[config.mk]
export PLATFORM = sky130hd
export DESIGN_NAME = tts_trigger_sync
export DESIGN_NICKNAME = d
export VERILOG_FILES = /design/src/tts_pkg.sv /design/src/tts_edge_det.sv /design/src/tts_trigger_sync.sv
export SDC_FILE = /design/constraint.sdc
export NUM_CORES = 1
export LEC_CHECK = 0
export BUFFER_PORTS_ARGS = -buffer_cell sky130_fd_sc_hd__buf_2
export CELL_PAD_IN_SITES_DETAIL_PLACEMENT = 0
export CELL_PAD_IN_SITES_GLOBAL_PLACEMENT = 1
export CORE_UTILIZATION = 45
export CTS_BUF_LIST = sky130_fd_sc_hd__clkbuf_8
export DETAILED_ROUTE_END_ITERATION = 16
export PLACE_DENSITY_LB_ADDON = 0.1
export SLEW_MARGIN = 20
export SYNTH_ARGS = -nofsm -noshare
export SYNTH_HDL_FRONTEND = slang
export SYNTH_HIERARCHICAL = 1
export SYNTH_SLANG_ARGS = --single-unit
[constraint.sdc]
create_clock -name CORE_CLK -period 7 [get_ports CORE_CLK]
set_input_delay 1.4 -clock CORE_CLK [delete_from_list [all_inputs] [get_ports CORE_CLK]]
set_output_delay 1.4 -clock CORE_CLK [all_outputs]
set_load 0.05 [all_outputs]
[src/tts_pkg.sv]
// constants and types shared by the trigger timing block
// assumes one core clock whose cycle stands for half a sample clock period
package tts_pkg;

  // *************************************************************
  // clock derivation
  // *************************************************************
  localparam int DIV_RATIO     = 80;
  localparam int DIV_HALF      = DIV_RATIO;
  localparam int SYNC_PERIOD   = 2 * DIV_RATIO;
  localparam int DIV_W         = 7;
  localparam int SCLK_MIN_MHZ  = 6250;
  localparam int SCLK_MAX_MHZ  = 12500;

  // *************************************************************
  // latency and holdoff
  // *************************************************************
  localparam int LAT_FAST_HALF = 32480;
  localparam int LAT_SLOW_HALF = 30880;
  localparam int LAT_W         = 16;
  localparam int CLK_PS        = 25000;
  localparam int HOLDOFF_PS    = 1400000;
  localparam int HOLDOFF_CYC   = (HOLDOFF_PS + CLK_PS - 1) / CLK_PS + 1;
  localparam int HOLD_W        = 7;
  localparam int UNITS         = 4;

  // *************************************************************
  // types
  // *************************************************************
  typedef struct packed {
    logic force_trig;
    logic trig_b;
    logic trig_a;
  } tts_trig_t;

  typedef struct packed {
    logic neg_b;
    logic neg_a;
    logic fast_mode;
  } tts_cfg_t;

  typedef enum logic [1:0] {
    TTS_IDLE,
    TTS_WAIT,
    TTS_PLAY,
    TTS_HOLD
  } tts_state_t;

endpackage

[src/tts_edge_det.sv]
// single-pulse detector with selectable polarity
// assumes the level is already synchronous to clk
`timescale 1ns/100ps
`default_nettype none
module tts_edge_det (
  input  wire logic clk,
  input  wire logic rst_b,
  input  wire logic level,
  input  wire logic neg_pol,
  output logic      pulse
);
  logic act;
  logic prev_r;
  logic prev_nxt;

  // reset high so a level already asserted at reset fires nothing
  always_comb begin
    act      = level ^ neg_pol;
    prev_nxt = act;
    pulse    = act & ~prev_r;
  end

  always_ff @(posedge clk) begin
    if (!rst_b) begin
      prev_r <= 1'b1;
    end else begin
      prev_r <= prev_nxt;
    end
  end
endmodule
`default_nettype wire

[src/tts_trigger_sync.sv]
// trigger capture, timing clock divider and playout start for up to four
// units; assumes one CORE_CLK cycle stands for half a sample clock period
`timescale 1ns/100ps
`default_nettype none
module tts_trigger_sync #(
  parameter int LAT_FAST = tts_pkg::LAT_FAST_HALF,
  parameter int LAT_SLOW = tts_pkg::LAT_SLOW_HALF,
  parameter int NUNITS   = tts_pkg::UNITS
) (
  input  wire logic              CORE_CLK,
  input  wire logic              RST_B,
  input  wire tts_pkg::tts_trig_t TRIG,
  input  wire tts_pkg::tts_cfg_t CFG,
  input  wire logic              WAVE_END,
  input  wire logic              JUMP_IN,
  output logic                   CLK_OUT,
  output logic                   SYNC_CLK_OUT,
  output logic [NUNITS-1:0]      UNIT_START,
  output logic [NUNITS-1:0]      UNIT_JUMP,
  output logic                   BUSY,
  output logic                   HOLDOFF
);

  // *************************************************************
  // clock derivation
  // *************************************************************
  // the sample clock itself is modelled as a toggle per core cycle;
  // valid sample clock range is 6.25 to 12.5 GHz, scaled here
  logic                        clk_r, clk_nxt;
  logic                        sync_r, sync_nxt;
  logic [tts_pkg::DIV_W-1:0]   div_r, div_nxt;
  logic                        strobe;

  always_comb begin
    clk_nxt  = ~clk_r;
    div_nxt  = div_r + 7'h01;
    sync_nxt = sync_r;
    if (div_r == 7'(tts_pkg::DIV_HALF - 1)) begin
      div_nxt  = 7'h00;
      sync_nxt = ~sync_r;
    end
    // fast: every core cycle is one sample clock edge
    strobe = CFG.fast_mode
           | ((div_r == 7'(tts_pkg::DIV_HALF - 1)) & ~sync_r);
  end

  always_ff @(posedge CORE_CLK) begin
    if (!RST_B) begin
      clk_r  <= 1'b0;
      sync_r <= 1'b0;
      div_r  <= 7'h00;
    end else begin
      clk_r  <= clk_nxt;
      sync_r <= sync_nxt;
      div_r  <= div_nxt;
    end
  end

  // *************************************************************
  // trigger detection
  // *************************************************************
  logic edge_a, edge_b, edge_f;

  tts_edge_det u_det_a (
    .clk     (CORE_CLK),
    .rst_b   (RST_B),
    .level   (TRIG.trig_a),
    .neg_pol (CFG.neg_a),
    .pulse   (edge_a)
  );
  tts_edge_det u_det_b (
    .clk     (CORE_CLK),
    .rst_b   (RST_B),
    .level   (TRIG.trig_b),
    .neg_pol (CFG.neg_b),
    .pulse   (edge_b)
  );
  tts_edge_det u_det_f (
    .clk     (CORE_CLK),
    .rst_b   (RST_B),
    .level   (TRIG.force_trig),
    .neg_pol (1'b0),
    .pulse   (edge_f)
  );

  // *************************************************************
  // playout sequencing
  // *************************************************************
  tts_pkg::tts_state_t       st_r, st_nxt;
  logic                      pend_r, pend_nxt;
  logic [tts_pkg::LAT_W-1:0] cnt_r, cnt_nxt;
  logic [tts_pkg::HOLD_W-1:0] hold_r, hold_nxt;
  logic                      start_r, start_nxt;
  logic [NUNITS-1:0]         jump_r, jump_nxt;
  logic                      accept, any_edge;

  function automatic logic [15:0] lat_load(input logic fast);
    lat_load = fast ? 16'(LAT_FAST - 2) : 16'(LAT_SLOW - 2);
  endfunction

  always_comb begin
    any_edge  = edge_a | edge_b | edge_f;
    accept    = strobe & pend_r & (st_r == tts_pkg::TTS_IDLE);
    // set beats the strobe clear unless that strobe accepts; only an idle unit collects triggers,
    // so an edge while busy or in holdoff cannot start a later playout
    pend_nxt  = pend_r;
    if (strobe) begin
      pend_nxt = 1'b0;
    end
    if (any_edge && !accept && (st_r == tts_pkg::TTS_IDLE)) begin
      pend_nxt = 1'b1;
    end
    st_nxt    = st_r;
    cnt_nxt   = cnt_r;
    hold_nxt  = hold_r;
    start_nxt = 1'b0;
    jump_nxt  = {NUNITS{JUMP_IN}};
    case (st_r)
      tts_pkg::TTS_IDLE: begin
        if (accept) begin
          st_nxt  = tts_pkg::TTS_WAIT;
          cnt_nxt = lat_load(CFG.fast_mode);
        end
      end
      tts_pkg::TTS_WAIT: begin
        if (cnt_r == 16'h0000) begin
          st_nxt    = tts_pkg::TTS_PLAY;
          start_nxt = 1'b1;
        end else begin
          cnt_nxt = cnt_r - 16'h0001;
        end
      end
      tts_pkg::TTS_PLAY: begin
        if (WAVE_END) begin
          st_nxt   = tts_pkg::TTS_HOLD;
          hold_nxt = 7'(tts_pkg::HOLDOFF_CYC - 1);
        end
      end
      tts_pkg::TTS_HOLD: begin
        // edges here never reach the pending flag
        if (hold_r == 7'h00) begin
          st_nxt = tts_pkg::TTS_IDLE;
        end else begin
          hold_nxt = hold_r - 7'h01;
        end
      end
      default: begin
        st_nxt = tts_pkg::TTS_IDLE;
      end
    endcase
  end

  always_ff @(posedge CORE_CLK) begin
    if (!RST_B) begin
      st_r    <= tts_pkg::TTS_IDLE;
      pend_r  <= 1'b0;
      cnt_r   <= 16'h0000;
      hold_r  <= 7'h00;
      start_r <= 1'b0;
      jump_r  <= '0;
    end else begin
      st_r    <= st_nxt;
      pend_r  <= pend_nxt;
      cnt_r   <= cnt_nxt;
      hold_r  <= hold_nxt;
      start_r <= start_nxt;
      jump_r  <= jump_nxt;
    end
  end

  // *************************************************************
  // outputs
  // *************************************************************
  logic busy_r, hold_o_r;

  always_ff @(posedge CORE_CLK) begin
    if (!RST_B) begin
      busy_r   <= 1'b0;
      hold_o_r <= 1'b0;
    end else begin
      busy_r   <= (st_nxt != tts_pkg::TTS_IDLE);
      hold_o_r <= (st_nxt == tts_pkg::TTS_HOLD);
    end
  end

  always_comb begin
    CLK_OUT      = clk_r;
    SYNC_CLK_OUT = sync_r;
    UNIT_START   = {NUNITS{start_r}};
    UNIT_JUMP    = jump_r;
    BUSY         = busy_r;
    HOLDOFF      = hold_o_r;
  end
endmodule
`default_nettype wire
# == After elaboration in Yosys (flattened, before gate mapping) ==
# Cells that the tools add are included.
# op_classes
n_bitwise,17
reduce_logical,14
muxes,15
addsub,3
n_eq_ne,9
# op_table
op,n
16-bit 2-to-1 mux,2
16-bit one-hot mux with 2 select lines,1
16-bit zero test,1
16-bit by 1-bit subtractor with 16-bit output (second input constant),1
7-bit 2-to-1 mux,2
7-bit one-hot mux with 2 select lines,1
11-bit 2-to-1 mux,1
2-bit 2-to-1 mux,4
2-bit != test (second input constant),4
2-bit one-hot mux with 4 select lines,1
2-bit nonzero test,4
7-bit by 1-bit adder with 7-bit output (second input constant),1
7-bit == test (second input constant),1
7-bit zero test,1
7-bit by 1-bit subtractor with 7-bit output (second input constant),1
1-bit bitwise AND,6
2-bit == test (second input constant),3
1-bit NOT,6
3-bit AND reduction,2
1-bit 2-to-1 mux,3
1-bit OR,3
2-bit by 1-bit == test with 1-bit output (second input constant),1
1-bit logical AND,2
2-bit zero test,1
4 further kinds,5
# totals
ff_bits,42
word_cells,72
out_inout_bits,12
in_bits,10

# == Depth between registers and ports, before layout ==
# depth
word_depth,9
mapped_depth,7
ltp_nobuf,6

# == Hierarchy ==
# The synthesis kept the hierarchy.
# modules_own_cells
module,n_inst,area_per_inst_um2,cells_each,seq_area_each_um2
tts_trigger_sync,1,1943.1,228,780.7
tts_edge_det,3,36.3,4,20.0

# == Least setup slack after synthesis ==
# No wires, ideal clock.
# synth_path
kind,input -> register
from,in WAVE_END
to,reg hold_r[6] (netlist name)
t_required_ns,6.884
arrival_ns,2.267
slack_ns,4.617
n_path_buf,0
cell_stages,4
setup_time_ns,0.116
path_cell_list,o21ai_0 > a31oi_1 > nand3_1 > and4_1
# synth_between
elab_chain_len,2
# synth_lines
element,line_no,text
from (decl),tts_trigger_sync.sv:14,"input wire logic WAVE_END,"
2-bit != test (no source line),--,
3-bit AND reduction (no source line),--,
to (signal assigned),tts_trigger_sync.sv:165,hold_r <= hold_nxt;
to (decl),tts_trigger_sync.sv:92,"logic [tts_pkg::HOLD_W-1:0] hold_r, hold_nxt;"
# No other way between the ends.
# A chain may end at the register's enable or synchronous reset.

# == Worst setup path after layout ==
# layout_path
from,in WAVE_END
to,reg hold_r[3] (netlist name)
# The elaborated chain is that of the path after synthesis.

==> metrics.txt <==
status=finished, final reports clean; number of fill cells=~460; Fmax achieved=412 MHz; die area=a little under 5000 um^2; GRT Util Overall=19.0%; initial antenna violation count=0; Initial Util=a little under half; clock slew at reported path FFs=roughly 80 ps; final setup violation count=0; Fin Hold WS=between 400 and 500 ps; total grt overflow=0; Synth Instances=240; Leak=just under 0.0009 uW; critical path type=in -> reg; max cap viols=0; IO Pins=22; Sink Count=42; antenna cell count=0; dpl ws=4250 ps; PortBufs=21; routed len/inst=roughly 14 um; Inst Count DP=between 200 and 300; via count=1711; Crit Path Max Fanout=9; commonest non-fill, non-tap cells in the layout=dfxtp_1 (42), nor2_1 (22), buf_2 (21); share of cells above drive strength 1=a little over an eighth; Rows=24; peak supply drop=about 150 uV; core area=approximately 4400 um^2; syn_nets=roughly 250; Layout Cells excl Fill=between 300 and 400; element type at the critical path end=flop; post-synth cell types=46; Tcrit/Tclk final=between 30% and 40%; crit path from=WAVE_END; Slew headroom=~38%; Final Cell Area=~2200 um^2; Post-synth ARST share=0%; CTS root buffer=clkbuf_8; main flop type after synthesis=dfxtp_1; power per cell area=roughly 290 nW/um^2; min-delay src=CLK_OUT; r2r startpoint=cnt_r[0]; final wirelength=4.09 mm; HP Class=reg -> reg; first-pass GRT wire length=~7.3 mm; largest net degree at the start of global routing=22; RSZ-0062 raised after global routing=false; final hold violations=0; Vias/cell=approximately 5.7; post-synthesis register bit count=42; final net count=approximately 260; Max Clock Skew=approximately 2.2 ps; arrival time worst endpoint=2630 ps; DRT antenna net count=0; number of H-tree levels=2; setup ws final=4580 ps; Chip Height=about 70 um; postcts setup bufs=0; Post-synth EDFFs=0; CTS tree=built; CP Launch Type=input pin; register area share after synthesis=about two fifths; Max clock buf depth=2; area delta synth->final=7.93%; overall die width=about 70 um; syn_area_per_cell=between 8 and 9 um^2; YS warnings=6; number of global-route vias before repair=roughly 1.6k; Resize count post-CTS=0; Detailed Route Iter0 Violations=slightly above 80; Final HPWL DP=~3 mm; most common cell after layout, fill and taps aside=dfxtp_1; Worst-Skew Late Latency=around 290 ps; Hold-fix buffers, CTS=0; GP Congestion=0.761; TritonCTS Buffers=5; post-route minimum period=approximately 2400 ps; DRC Markers=0; DRT Pass-1 Iters=4; DP Area=roughly 2100 um^2; Post-Syn Area=approximately 2100 um^2; setup_tns=0 ps; Critical Path RT=~7200 ps; Slew Limit Fails=0; Tightest Pin Transition=926 ps
## per-layer routing
layer	GRT usage, %	vias up	share of wire (%)
met4	6.80	0	1.5
met1	24.7	791	53
met5	0	-	0
met3	4.36	6	2.5
li1	-	898	-
met2	30.7	16	43
## power breakdown
group	internal, uW	switching [uW]	total [uW]
sequential	261	24.2	285
clock	78.1	79.6	158
combinational	68.0	127	195
total	407	231	638
## per-stage QoR
stage               utilization (%)  total power [uW]
detailed placement             48.8               484
global placement               48.8               485
CTS                            50.9               642
floorplan                         -               447
finish                         50.9               638
global route                   50.9               681
## area by class of cell
type	instances	area, um^2	share of cell area, %
Tap cell	52	65.1	2.94
Clock buffer	6	82.6	3.73
Clock inverter	2	8.76	0.395
Multi-Input combinational cell	171	1080	48.9
Sequential cell	42	841	38.0
Inverter	8	30.0	1.36
Timing Repair Buffer	21	105	4.75
## cells in the mapped netlist (7+ instances only)
cell type / count / share of area [%]
dfxtp_1: 42 / 41
nor2_1: 22 / 4.0
nand2_1: 14 / 2.6
a31oi_1: 11 / 3.4
clkbuf_1: 11 / 2.0
o31ai_1: 11 / 4.0
a21oi_1: 10 / 2.4
or3_1: 10 / 3.0
or4_1: 10 / 3.7
nor4_1: 9 / 2.7
inv_1: 8 / 1.5
buf_4: 7 / 2.6
o21ai_0: 7 / 1.7
## final timing paths
check                            endpoint  slack (ps)  depth (start not counted)
worst max register to register   cnt_r[7]        4630                          6
worst min register to register    CLK_OUT         410                          1
worst min-delay path              CLK_OUT         410                          1
worst max-delay path            hold_r[3]        4580                          5
## logic make-up after synthesis
family | count (synthesis) | share of synthesized area, %
buf+inv | 27 | 6.28
xor+xnor | 9 | 3.84
flops | 42 | 41.0
simple gates | 99 | 26.8
compound gates | 56 | 18.6
mux | 3 | 1.46
fa+ha+maj | 3 | 1.83
other cells | 1 | 0.183
## worst max-delay path, cell delays in order
cell and delay, ps:
buf_2 90, o21ai_0 90, a31oi_1 650, a21oi_1 140
a311oi_1 260
## flip-flops by register name, indices dropped and copies added (netlist names)
| signal | flops |
|---|---|
| start_r | 1 |
| cnt_r | 16 |
| div_r | 7 |
| UNIT_JUMP | 1 |
| BUSY | 1 |
| st_r | 2 |
| u_det_b/prev_r | 1 |
| HOLDOFF | 1 |
| u_det_a/prev_r | 1 |
| pend_r | 1 |
| u_det_f/prev_r | 1 |
| SYNC_CLK_OUT | 1 |
| hold_r | 7 |
| CLK_OUT | 1 |
Power figures use the tool's default switching activity.
